--- src/rtl/sct_pkg.sv ---
// constants, register map and field layout of the single-channel timer core
// assumes a 40 MHz timer clock and a 32-bit Avalon-MM register slave

package sct_pkg;

   // =====================================================================
   // register byte offsets
   localparam logic [4:0] SCT_OFS_CHAN_CONTROL = 5'h00;
   localparam logic [4:0] SCT_OFS_COUNTER      = 5'h04;
   localparam logic [4:0] SCT_OFS_PRESCALER    = 5'h08;
   localparam logic [4:0] SCT_OFS_PERIOD       = 5'h0C;
   localparam logic [4:0] SCT_OFS_CHAN_DATA    = 5'h10;
   localparam logic [4:0] SCT_OFS_STATUS       = 5'h14;
   localparam logic [4:0] SCT_OFS_MASK         = 5'h18;
   localparam logic [4:0] SCT_OFS_CHAN_CONFIG  = 5'h1C;

   // =====================================================================
   // channel control fields
   localparam int SCT_BIT_CHAN_ENABLE = 0;
   localparam int SCT_BIT_CHAN_POL    = 1;
   localparam int SCT_BIT_CHAN_CPOL   = 3;
   // channel config fields
   localparam int SCT_BIT_CFG_INPUT   = 0;
   localparam int SCT_BIT_CFG_OBUF    = 1;
   // status and mask fields
   localparam int SCT_BIT_ST_OVERFLOW = 0;
   localparam int SCT_BIT_ST_CAPTURE  = 1;
   localparam int SCT_BIT_ST_MATCH    = 2;
   localparam int SCT_NUM_EVENTS      = 3;

   // =====================================================================
   // edge selection codes {cpol, pol}
   localparam logic [1:0] SCT_EDGE_RISE = 2'h0;
   localparam logic [1:0] SCT_EDGE_FALL = 2'h1;
   localparam logic [1:0] SCT_EDGE_RSVD = 2'h2;
   localparam logic [1:0] SCT_EDGE_BOTH = 2'h3;

   // =====================================================================
   // reset values
   localparam logic [15:0] SCT_RST_WORD16 = 16'h0000;
   localparam logic [31:0] SCT_RST_WORD32 = 32'h0000_0000;

endpackage : sct_pkg

--- src/rtl/sct_core_if.sv ---
// links the timer core with its prescaler and input edge detector
// assumes all three modules run on the same clock
`timescale 1ns/10ps

interface sct_core_if;
   logic [15:0] div;
   logic        restart;
   logic        tick;
   logic        level;
   logic        rise;
   logic        fall;

   modport pre_mp  (input div, input restart, output tick);
   modport edge_mp (output level, output rise, output fall);
   modport core_mp (output div, output restart, input tick, input level, input rise, input fall);
endinterface : sct_core_if

--- src/rtl/sct_timer_core.sv ---
// top of the single-channel timer core: registers, counter, capture and compare
// assumes an Avalon-MM master on the same clock and an asynchronous channel pin
//
// Design decisions made here: register access over Avalon-MM and the address map.
`timescale 1ns/10ps

module sct_timer_core
   import sct_pkg::*;
(
   // clock and reset
   input  wire logic        clock,
   input  wire logic        srst,
   // avalon-mm register slave
   input  wire logic [4:0]  avs_address,
   input  wire logic        avs_read,
   input  wire logic        avs_write,
   input  wire logic [31:0] avs_writedata,
   input  wire logic [3:0]  avs_byteenable,
   output logic      [31:0] avs_readdata,
   output logic             avs_waitrequest,
   // channel pins
   input  wire logic        chan_input,
   output logic             chan_output,
   output logic             chan_trigger,
   // interrupt
   output logic             irq
);

   // =====================================================================
   // state
   typedef struct packed {
      logic                      cpol;
      logic                      pol;
      logic                      en;
      logic                      dir_input;
      logic                      obuf;
      logic [15:0]               count;
      logic [15:0]               div;
      logic [15:0]               div_shadow;
      logic [15:0]               period;
      logic [15:0]               data;
      logic [15:0]               cmp_shadow;
      logic [SCT_NUM_EVENTS-1:0] status;
      logic [SCT_NUM_EVENTS-1:0] mask;
      logic                      waitreq;
      logic [31:0]               rdata;
      logic                      out;
      logic                      trig;
      logic                      irq;
   } sct_core_state_t;

   sct_core_state_t st;
   sct_core_state_t next_st;

   sct_core_if lnk ();

   // =====================================================================
   // helpers
   sct_prescaler u_prescaler (
      .clock (clock),
      .srst  (srst),
      .lnk   (lnk)
   );

   sct_edge_sync u_edge_sync (
      .clock      (clock),
      .srst       (srst),
      .chan_input (chan_input),
      .lnk        (lnk)
   );

   assign lnk.div     = st.div_shadow;
   assign lnk.restart = (st.period == SCT_RST_WORD16);

   // =====================================================================
   // byte-lane merge for 16-bit registers
   function automatic logic [15:0] sct_merge16(input logic [15:0] old_v,
                                               input logic [31:0] wd,
                                               input logic [3:0]  be);
      logic [15:0] v;
      v = old_v;
      if (be[0]) begin
         v[7:0] = wd[7:0];
      end
      if (be[1]) begin
         v[15:8] = wd[15:8];
      end
      return v;
   endfunction

   // =====================================================================
   // next-state logic
   always_comb begin
      logic                      wr_go;
      logic                      rd_go;
      logic                      running;
      logic                      overflow;
      logic [1:0]                edge_code;
      logic                      cap_hit;
      logic                      match;
      logic [15:0]               cmp;
      logic                      raw;
      logic [SCT_NUM_EVENTS-1:0] ev;
      logic [SCT_NUM_EVENTS-1:0] clr;

      next_st   = st;
      wr_go     = avs_write && !st.waitreq;
      rd_go     = avs_read && st.waitreq;
      running   = lnk.tick && (st.period != SCT_RST_WORD16);
      overflow  = running && (st.count >= st.period);
      edge_code = {st.cpol, st.pol};
      cap_hit   = 1'b0;
      match     = 1'b0;
      ev        = '0;
      clr       = '0;
      cmp       = SCT_RST_WORD16;
      raw       = 1'b0;

      // bus handshake: one wait cycle, then one cycle with waitrequest low
      next_st.waitreq = 1'b1;
      if ((avs_read || avs_write) && st.waitreq) begin
         next_st.waitreq = 1'b0;
      end

      // read data captured in the wait cycle, presented while waitrequest is low
      if (rd_go) begin
         next_st.rdata = SCT_RST_WORD32;
         if (avs_address == SCT_OFS_CHAN_CONTROL) begin
            next_st.rdata[SCT_BIT_CHAN_CPOL]   = st.cpol;
            next_st.rdata[SCT_BIT_CHAN_POL]    = st.pol;
            next_st.rdata[SCT_BIT_CHAN_ENABLE] = st.en;
         end else if (avs_address == SCT_OFS_COUNTER) begin
            next_st.rdata[15:0] = st.count;
         end else if (avs_address == SCT_OFS_PRESCALER) begin
            next_st.rdata[15:0] = st.div;
         end else if (avs_address == SCT_OFS_PERIOD) begin
            next_st.rdata[15:0] = st.period;
         end else if (avs_address == SCT_OFS_CHAN_DATA) begin
            next_st.rdata[15:0] = st.data;
         end else if (avs_address == SCT_OFS_STATUS) begin
            next_st.rdata[SCT_NUM_EVENTS-1:0] = st.status;
         end else if (avs_address == SCT_OFS_MASK) begin
            next_st.rdata[SCT_NUM_EVENTS-1:0] = st.mask;
         end else if (avs_address == SCT_OFS_CHAN_CONFIG) begin
            next_st.rdata[SCT_BIT_CFG_INPUT] = st.dir_input;
            next_st.rdata[SCT_BIT_CFG_OBUF]  = st.obuf;
         end
      end

      // register writes take effect on the acknowledge cycle
      if (wr_go) begin
         if (avs_address == SCT_OFS_CHAN_CONTROL) begin
            if (avs_byteenable[0]) begin
               next_st.cpol = avs_writedata[SCT_BIT_CHAN_CPOL];
               next_st.pol  = avs_writedata[SCT_BIT_CHAN_POL];
               next_st.en   = avs_writedata[SCT_BIT_CHAN_ENABLE];
            end
         end else if (avs_address == SCT_OFS_PRESCALER) begin
            next_st.div = sct_merge16(st.div, avs_writedata, avs_byteenable);
         end else if (avs_address == SCT_OFS_PERIOD) begin
            next_st.period = sct_merge16(st.period, avs_writedata, avs_byteenable);
         end else if (avs_address == SCT_OFS_CHAN_DATA) begin
            next_st.data = sct_merge16(st.data, avs_writedata, avs_byteenable);
         end else if (avs_address == SCT_OFS_STATUS) begin
            if (avs_byteenable[0]) begin
               clr = avs_writedata[SCT_NUM_EVENTS-1:0];
            end
         end else if (avs_address == SCT_OFS_MASK) begin
            if (avs_byteenable[0]) begin
               next_st.mask = avs_writedata[SCT_NUM_EVENTS-1:0];
            end
         end else if (avs_address == SCT_OFS_CHAN_CONFIG) begin
            if (avs_byteenable[0]) begin
               next_st.dir_input = avs_writedata[SCT_BIT_CFG_INPUT];
               next_st.obuf      = avs_writedata[SCT_BIT_CFG_OBUF];
            end
         end
      end

      // counter: software write wins over counting
      if (wr_go && (avs_address == SCT_OFS_COUNTER)) begin
         next_st.count = sct_merge16(st.count, avs_writedata, avs_byteenable);
      end else if (overflow) begin
         next_st.count = SCT_RST_WORD16;
      end else if (running) begin
         next_st.count = st.count + 16'h0001;
      end

      // shadows load at overflow
      if (overflow) begin
         next_st.div_shadow = next_st.div;
         next_st.cmp_shadow = next_st.data;
      end

      // input capture
      if (st.en && st.dir_input) begin
         case (edge_code)
            SCT_EDGE_RISE: cap_hit = lnk.rise;
            SCT_EDGE_FALL: cap_hit = lnk.fall;
            SCT_EDGE_BOTH: cap_hit = lnk.rise | lnk.fall;
            default:       cap_hit = 1'b0;
         endcase
      end
      if (cap_hit) begin
         next_st.data = st.count;
      end

      // trigger copy of the filtered input, inverted when falling-edge capture is selected
      next_st.trig = lnk.level ^ (edge_code == SCT_EDGE_FALL);

      // compare output
      cmp = st.obuf ? st.cmp_shadow : st.data;
      raw = (st.count < cmp);
      if (st.en && !st.dir_input) begin
         next_st.out = raw ^ st.pol;
         match       = running && (st.count == cmp);
      end else begin
         next_st.out = 1'b0;
      end

      // sticky events, a new event wins over a clear
      ev[SCT_BIT_ST_OVERFLOW] = overflow;
      ev[SCT_BIT_ST_CAPTURE]  = cap_hit;
      ev[SCT_BIT_ST_MATCH]    = match;
      next_st.status = (st.status & ~clr) | ev;
      next_st.irq    = |(next_st.status & next_st.mask);
   end

   always_ff @(posedge clock) begin
      if (srst) begin
         st         <= '0;
         st.waitreq <= 1'b1;
      end else begin
         st <= next_st;
      end
   end

   // =====================================================================
   // outputs
   assign avs_readdata    = st.rdata;
   assign avs_waitrequest = st.waitreq;
   assign chan_output     = st.out;
   assign chan_trigger    = st.trig;
   assign irq             = st.irq;

endmodule // sct_timer_core

--- src/rtl/sct_prescaler.sv ---
// prescaler: one tick every div+1 clocks
// assumes div is held stable between overflow events by the core
`timescale 1ns/10ps

module sct_prescaler
   import sct_pkg::*;
(
   // clock and reset
   input  wire logic  clock,
   input  wire logic  srst,
   // core link
   sct_core_if.pre_mp lnk
);

   typedef struct packed {
      logic [15:0] cnt;
   } sct_pre_state_t;

   sct_pre_state_t st;
   sct_pre_state_t next_st;

   // =====================================================================
   // divider
   assign lnk.tick = (st.cnt == lnk.div) && !lnk.restart;

   always_comb begin
      next_st = st;
      if (lnk.restart || lnk.tick) begin
         next_st.cnt = SCT_RST_WORD16;
      end else begin
         next_st.cnt = st.cnt + 16'h0001;
      end
   end

   always_ff @(posedge clock) begin
      if (srst) begin
         st <= '0;
      end else begin
         st <= next_st;
      end
   end

endmodule // sct_prescaler

--- src/rtl/sct_edge_sync.sv ---
// channel pin synchroniser and edge detector
// assumes the pin is asynchronous to the clock
`timescale 1ns/10ps

module sct_edge_sync
   import sct_pkg::*;
(
   // clock and reset
   input  wire logic   clock,
   input  wire logic   srst,
   // channel pin
   input  wire logic   chan_input,
   // core link
   sct_core_if.edge_mp lnk
);

   typedef struct packed {
      logic s1;
      logic s2;
      logic s3;
      logic level;
      logic prev;
   } sct_edge_state_t;

   sct_edge_state_t st;
   sct_edge_state_t next_st;

   // =====================================================================
   // three-stage sync, level moves once stages two and three agree
   assign lnk.level = st.level;
   assign lnk.rise  = st.level & ~st.prev;
   assign lnk.fall  = ~st.level & st.prev;

   always_comb begin
      next_st      = st;
      next_st.s1   = chan_input;
      next_st.s2   = st.s1;
      next_st.s3   = st.s2;
      next_st.prev = st.level;
      if (st.s2 == st.s3) begin
         next_st.level = st.s3;
      end
   end

   always_ff @(posedge clock) begin
      if (srst) begin
         st <= '0;
      end else begin
         st <= next_st;
      end
   end

endmodule // sct_edge_sync

--- config.mk ---
export PLATFORM = sky130hd
export DESIGN_NAME = sct_timer_core
export DESIGN_NICKNAME = d
export VERILOG_FILES = /design/src/rtl/sct_pkg.sv /design/src/rtl/sct_core_if.sv /design/src/rtl/sct_timer_core.sv /design/src/rtl/sct_prescaler.sv /design/src/rtl/sct_edge_sync.sv
export SDC_FILE = /design/constraint.sdc
export NUM_CORES = 1
export LEC_CHECK = 0
export ABC_AREA = 1
export BUFFER_PORTS_ARGS = -buffer_cell sky130_fd_sc_hd__buf_4
export CELL_PAD_IN_SITES_DETAIL_PLACEMENT = 2
export CELL_PAD_IN_SITES_GLOBAL_PLACEMENT = 2
export CORE_ASPECT_RATIO = 0.75
export CORE_MARGIN = 4
export CORE_UTILIZATION = 32
export DETAILED_ROUTE_END_ITERATION = 10
export GPL_TIMING_DRIVEN = 1
export HOLD_SLACK_MARGIN = 0.08
export PLACE_DENSITY_LB_ADDON = 0.1
export SYNTH_ARGS = -nofsm -noshare
export SYNTH_HDL_FRONTEND = slang
export SYNTH_HIERARCHICAL = 1
export SYNTH_SLANG_ARGS = --single-unit
--- constraint.sdc ---
create_clock -name clock -period 4.37 [get_ports clock]
set_clock_uncertainty 0.2 [all_clocks]
set_input_delay 0 -clock clock [delete_from_list [all_inputs] [get_ports clock]]
set_output_delay 0 -clock clock [all_outputs]
set_load 0.02 [all_outputs]
After elaboration in Yosys (flattened, before gate mapping). Index checks and enable logic that the tools add are counted.

Input bits: 46. Memories: 0. Bits in read-only memories: 0. Output and inout bits: 36. Register bits: 148. Memory bits (writable): 0. Logic and storage cells: 142. Latch bits: 0.

Multipliers: 0. Bitwise operators: 18. Mux-type cells: 51. Add/subtract/negate cells: 2. Eq/ne operators: 14. Divide/modulo/power cells: 0. Reduce and logical (&&, ||, !) cells: 29. $lt $le $gt $ge: 2. Shifts and indexed selects: 0.

Operator list (number): $mux 16 (16); $mux 3 (17); $mux 8 (6); $add 16x1->16 const B (2); $eq 16x16->1 (2); $eq 5x5->1 const B (4); $ge 16x16->1 (1); $logic_not 16->1 (1); $lt 16x16->1 (1); $reduce_bool 16->1 (1); $mux 13 (1); $mux 12 (1); $eq 5x4->1 const B (2); $logic_and 1x1->1 (10); $reduce_and 5->1 (2); $not 1->1 (9); $reduce_and 9->1 (1); $and 3x3->3 (2); $mux 1 (6); $mux 2 (3); $eq 5x3->1 const B (1); $logic_not 5->1 (1); $ne 2x2->1 const B (2); $reduce_and 2->1 (2); other kinds (16) (22).

Longest topological paths before layout.
Depth after elaboration: 12. Mapped depth: 17.

Hierarchy. Netlist, hierarchy kept.

By module, submodules not included: sct_timer_core (cells an instance 1019, area each 7393.3 µm², times used 1); sct_prescaler (cells an instance 187, area each 1068.5 µm², times used 1); sct_edge_sync (cells an instance 19, area each 160.2 µm², times used 1).

Worst setup path after synthesis. Ideal clock, no wire load.

Kind: flip-flop to flip-flop. Start point: register u_prescaler/st[10] (netlist name). End point: register st (netlist bit lnk.div[4]). Data arrival time: 1776 ps. Required time: 4054 ps. Path slack: 2278 ps. Period minus slack after synthesis: 2092 ps. Cell stages (with the launch flop): 16. Cells stage by stage: dfxtp_1 > inv_2 > nand2_1 > nand2_1 > nor2_1 > nand2_1 > nor2_1 > nand2_2 > nor2_1 > a21boi_2 > nand2_2 > inv_2 > buf_4 > buf_4 > nand2_1 > o211a_1.

Longest elaborated chain between the ends: 4.

Ends and longest elaborated chain: start: declaration (line sct_prescaler.sv:19) `sct_pre_state_t st;`; start signal: assignment (line sct_prescaler.sv:39) `st <= next_st;`; $eq 16x16->1 (line sct_prescaler.sv:24) `assign lnk.tick = (st.cnt == lnk.div) && !lnk.restart;`; $logic_and 1x1->1 (line sct_prescaler.sv:24); named net lnk.tick (line sct_core_if.sv:8) `logic tick;`; $logic_and 1x1->1 (line sct_timer_core.sv:109) `running = lnk.tick && (st.period != SCT_RST_WORD16);`; $logic_and 1x1->1 (line sct_timer_core.sv:110) `overflow = running && (st.count >= st.period);`; end signal: assignment (line sct_timer_core.sv:234) `st <= next_st;`; end: declaration (line sct_timer_core.sv:52) `sct_core_state_t st;`.

The timed path passes the listed nets, and every way through them passes these cells. A chain may end at the register's enable or synchronous reset.

Worst setup path in the final report.
Start point: input avs_address[0]. End point: register st[141] (netlist name).

Longest elaborated chain between the ends: 2.

Ends and longest elaborated chain: start: declaration (line sct_timer_core.sv:14) `input wire logic [4:0] avs_address,`; $logic_not 5->1 (line sct_timer_core.sv:152) `if (avs_address == SCT_OFS_CHAN_CONTROL) begin`; $reduce_and 3->1 (no line).

No other way between the ends.

==> out/qor.tcl <==
set qor(routed_wl_met2_microns) 14600
set qor(hold_path_class) {input pin to flip-flop}
set qor(fp-row-count) 51
set qor(synth_largest_area_cell) {sky130_fd_sc_hd__dfxtp_1}
set qor(power.leakage_uw) 0.00444
set qor(io-pin-count) 82
set qor(tritoncts_num_sinks) 148
set qor(wirelength_met1_microns) 15100
set qor(dr_wl_met3_microns) 803
set qor(fin_tns_setup_ns) 0
set qor(ctsRootBufferMaster) {sky130_fd_sc_hd__clkbuf_16}
set qor(floorplan.core_area_sq_um) 26200
set qor(critPathCaptureType) {flip-flop}
set qor(post_synth.cell_area_avg_sq_um) 7.04
set qor(number_of_antenna_violations_at_the_first_check_in_global_routing) 0
set qor(post-route-drc-count) 0
set qor(final_antenna_net_count) 0
set qor(drt_first_iter_violations) 280
set qor(synth_cell_types) 52
set qor(global_route.overflow_total) 0
set qor(cts_tree) {yes}
set qor(critical_path_required_ns) 4.56
set qor(wirelength_microns) 30800
set qor(fin_crit_sh) 0.912
set qor(routed_wire_length_per_instance_microns) 18.8
set qor(grt_setup_unrepaired) {false}
set qor(antenna-diode-count) 0
set qor(net-switching-power_uw) 762
set qor(worst_skew_pair.late_latency_ns) 0.44
set qor(ys.warnings.count) 6
set qor(holdBufCountCts) 45
set qor(die_area_sq_um) 29700
set qor(floorplan.initialDensity) 0.329
set qor(crit_path_max_fanout) 5
set qor(cts-root-to-sink-buffers) 2
set qor(p_sw_frac) 0.239
set qor(die_y_microns) 150
set qor(worstRegToRegCells) 11
set qor(setup-violations-final) 0
set qor(dr.pass1.iters) 4
set qor(syn_inst) 1225
set qor(power_report.internal_total_uw) 2430
set qor(netlist.area_leader.share) 0.344
set qor(pwr-share-clk) 0.513
set qor(wire_length_of_the_first_global_routing_pass_microns) 48600
set qor(asyncSetResetFlopFracSynth) 0
set qor(htree_num_levels) 4
set qor(topRoutingLayerUsed) {met4}
set qor(clock_transition_at_the_registers_of_the_reported_paths_ns) 0.07
set qor(synth_enable_flop_cells) 0
set qor(hold_viol) 0
set qor(buffer_ports.inserted) 47
set qor(die_x_microns) 198
set qor(syn2layout_area_growth_pct) 17.2
set qor(fmax_mhz) 251
set qor(cts_buffers) 17
set qor(ys_dominant_reg_cell) {sky130_fd_sc_hd__dfxtp_1}
set qor(dpl.hpwl_microns) 22400
set qor(post-cts-setup-buffer-count) 0
set qor(layout-drive-gt1-share) 0.119
set qor(place.gp.congestion) 0.811
set qor(min_path_cells) 7
set qor(power_per_cell_area_nw_per_um2) 316
set qor(postSynthRegisterBits) 148
set qor(seq_area_frac_synth) 0.344
set qor(synth_area_sq_um) 8620
set qor(vias_per_cell) 5.03
set qor(period_minus_slack_ns) 3.99
set qor(dp_worst_setup_slack_ns) 1.40
set qor(cap_viol_max_count) 0
set qor(combPwrFrac) 0.061
set qor(worst_pin_slew_ns) 0.906
set qor(synth_most_common_cell) {sky130_fd_sc_hd__nand2_1}
set qor(vias) 8243
set qor(layout_setup_ws_ns) 0.384
set qor(crit_path_start_kind) {input pin}
set qor(postCtsResizedCells) 0
set qor(netlist_top_cells_area) {sky130_fd_sc_hd__dfxtp_1 34%, sky130_fd_sc_hd__nand2_1 12%, sky130_fd_sc_hd__inv_1 6.7%}
set qor(crit_type) {input pin to flip-flop}
set qor(run_status) {completed}
set qor(maxSlewHeadroom) 0.394
set qor(number_of_global_route_vias_before_repair) 8689
set qor(finish.net_count) 1362
set qor(finalMaxSlewViolations) 0
set qor(share_seq_of_total_power) 0.426
set qor(track_usage) 0.212
set qor(pin_count_of_the_biggest_net_entering_global_routing) 55
set qor(synth.cells.most_frequent) {274 x sky130_fd_sc_hd__nand2_1, 154 x sky130_fd_sc_hd__inv_1, 148 x sky130_fd_sc_hd__dfxtp_1}
set qor(worst_ir_drop_vdd_uv) 288
set qor(arrival_ns) 4.18
-- layout make-up --
class	count	area, sq um
Timing Repair Buffer	100	863
Inverter	166	632
Clock buffer	22	484
Sequential cell	148	2960
Fill cell	3077	16100
Tap cell	344	430
Clock inverter	9	150
Multi-Input combinational cell	849	4580
-- metal layers --
metal  vias to the layer above  track usage
li1                       4065            -
met1                      4057        0.286
met2                        99        0.361
met3                        22       0.0289
met4                         0       0.0520
met5                         -            0
-- flip-flops by register name, indices dropped and copies added (netlist names) --
name                   cells
st                        91
avs_readdata              16
lnk.div                   16
u_prescaler/st            16
u_edge_sync/next_st        2
u_edge_sync/st             2
avs_waitrequest            1
chan_output                1
chan_trigger               1
irq                        1
u_edge_sync/lnk.level      1
-- worst paths after layout --
path	startpoint	endpoint	slack [ns]
min reg2reg	u_edge_sync/next_st[3]$_SDFF_PP0_	u_edge_sync/next_st[2]$_SDFF_PP0_	0.22
min	avs_address[1]	avs_readdata[0]$_SDFFE_PP0P_	0.14
max	avs_address[0]	st[141]$_SDFFE_PP0P_	0.38
max reg2reg	st[138]$_SDFFE_PP0P_	irq$_SDFF_PP0_	1.35
-- power by group through the flow --
stage / clock network (uW) / registers (uW) / logic (uW)
after floorplan: 0 / 1390 / 109
after global placement: 0 / 1390 / 169
after CTS: 1680 / 1360 / 195
after global routing: 1740 / 1360 / 212
final: 1640 / 1360 / 194
after detailed placement: 0 / 1390 / 171
-- kinds of logic (layout without fill, tap and decap cells) --
| family | count (synthesis) | after routing | share of synthesized area |
|---|---|---|---|
| buffers and inverters | 243 | 297 | 0.132 |
| AND/OR/NAND/NOR | 478 | 478 | 0.246 |
| adder cells (fa/ha/maj) | 34 | 34 | 0.0493 |
| XOR/XNOR | 20 | 20 | 0.0203 |
| other | 1 | 16 | 0.000435 |
| multiplexers | 4 | 4 | 0.00479 |
| AO/OA/AOI/OAI | 297 | 297 | 0.204 |
| flip-flops | 148 | 148 | 0.344 |
-- through the flow --
| stage | util | instance area (sq um) | total power, uW | hold slack, ns | instances |
|---|---|---|---|---|---|
| after global placement | 0.344 | 9020 | 1560 | 0.00655 | 1562 |
| after global routing | 0.385 | 10100 | 3310 | 0.173 | 1638 |
| final | 0.385 | 10100 | 3190 | 0.143 | 1638 |
| after floorplan | - | 8680 | 1500 | -0.129 | 1240 |
| after CTS | 0.385 | 10100 | 3230 | 0.132 | 1638 |
| after detailed placement | 0.344 | 9020 | 1560 | 0.0189 | 1562 |
-- critical path, stage by stage --
cell and delay, ns:
sky130_fd_sc_hd__dlygate4sd3_1 0.54, sky130_fd_sc_hd__buf_4 0.16, sky130_fd_sc_hd__nor2_8 0.13, sky130_fd_sc_hd__dlygate4sd3_1 0.65, sky130_fd_sc_hd__nand2_4 0.10, sky130_fd_sc_hd__nor3_4 0.19
sky130_fd_sc_hd__dlygate4sd3_1 0.70, sky130_fd_sc_hd__inv_1 0.11, sky130_fd_sc_hd__nor2_1 0.25, sky130_fd_sc_hd__nand2_1 0.08, sky130_fd_sc_hd__dlygate4sd3_1 0.56, sky130_fd_sc_hd__a21oi_1 0.13
sky130_fd_sc_hd__dlygate4sd3_1 0.55
-- cell usage in the layout (no fill, tap or decap), types with 9 or more instances in the layout --
cell,Yosys,routed
sky130_fd_sc_hd__dlygate4sd3_1,0,45
sky130_fd_sc_hd__o21ai_2,13,13
sky130_fd_sc_hd__o211a_1,16,16
sky130_fd_sc_hd__inv_1,154,154
sky130_fd_sc_hd__inv_2,9,9
sky130_fd_sc_hd__ha_1,34,34
sky130_fd_sc_hd__nand2_1,274,274
sky130_fd_sc_hd__clkbuf_16,0,17
sky130_fd_sc_hd__o21ai_1,13,13
sky130_fd_sc_hd__xor2_1,16,16
sky130_fd_sc_hd__o21ai_0,104,104
sky130_fd_sc_hd__nand3_1,29,29
sky130_fd_sc_hd__a21oi_1,97,97
sky130_fd_sc_hd__o211ai_1,34,34
sky130_fd_sc_hd__dfxtp_1,148,148
sky130_fd_sc_hd__nand4_1,19,19
sky130_fd_sc_hd__nand2_2,12,12
sky130_fd_sc_hd__buf_4,41,55
sky130_fd_sc_hd__conb_1,1,16
sky130_fd_sc_hd__nor2_1,101,101
sky130_fd_sc_hd__nor3_1,14,14
Note: power is estimated with default switching activity, not from simulation.
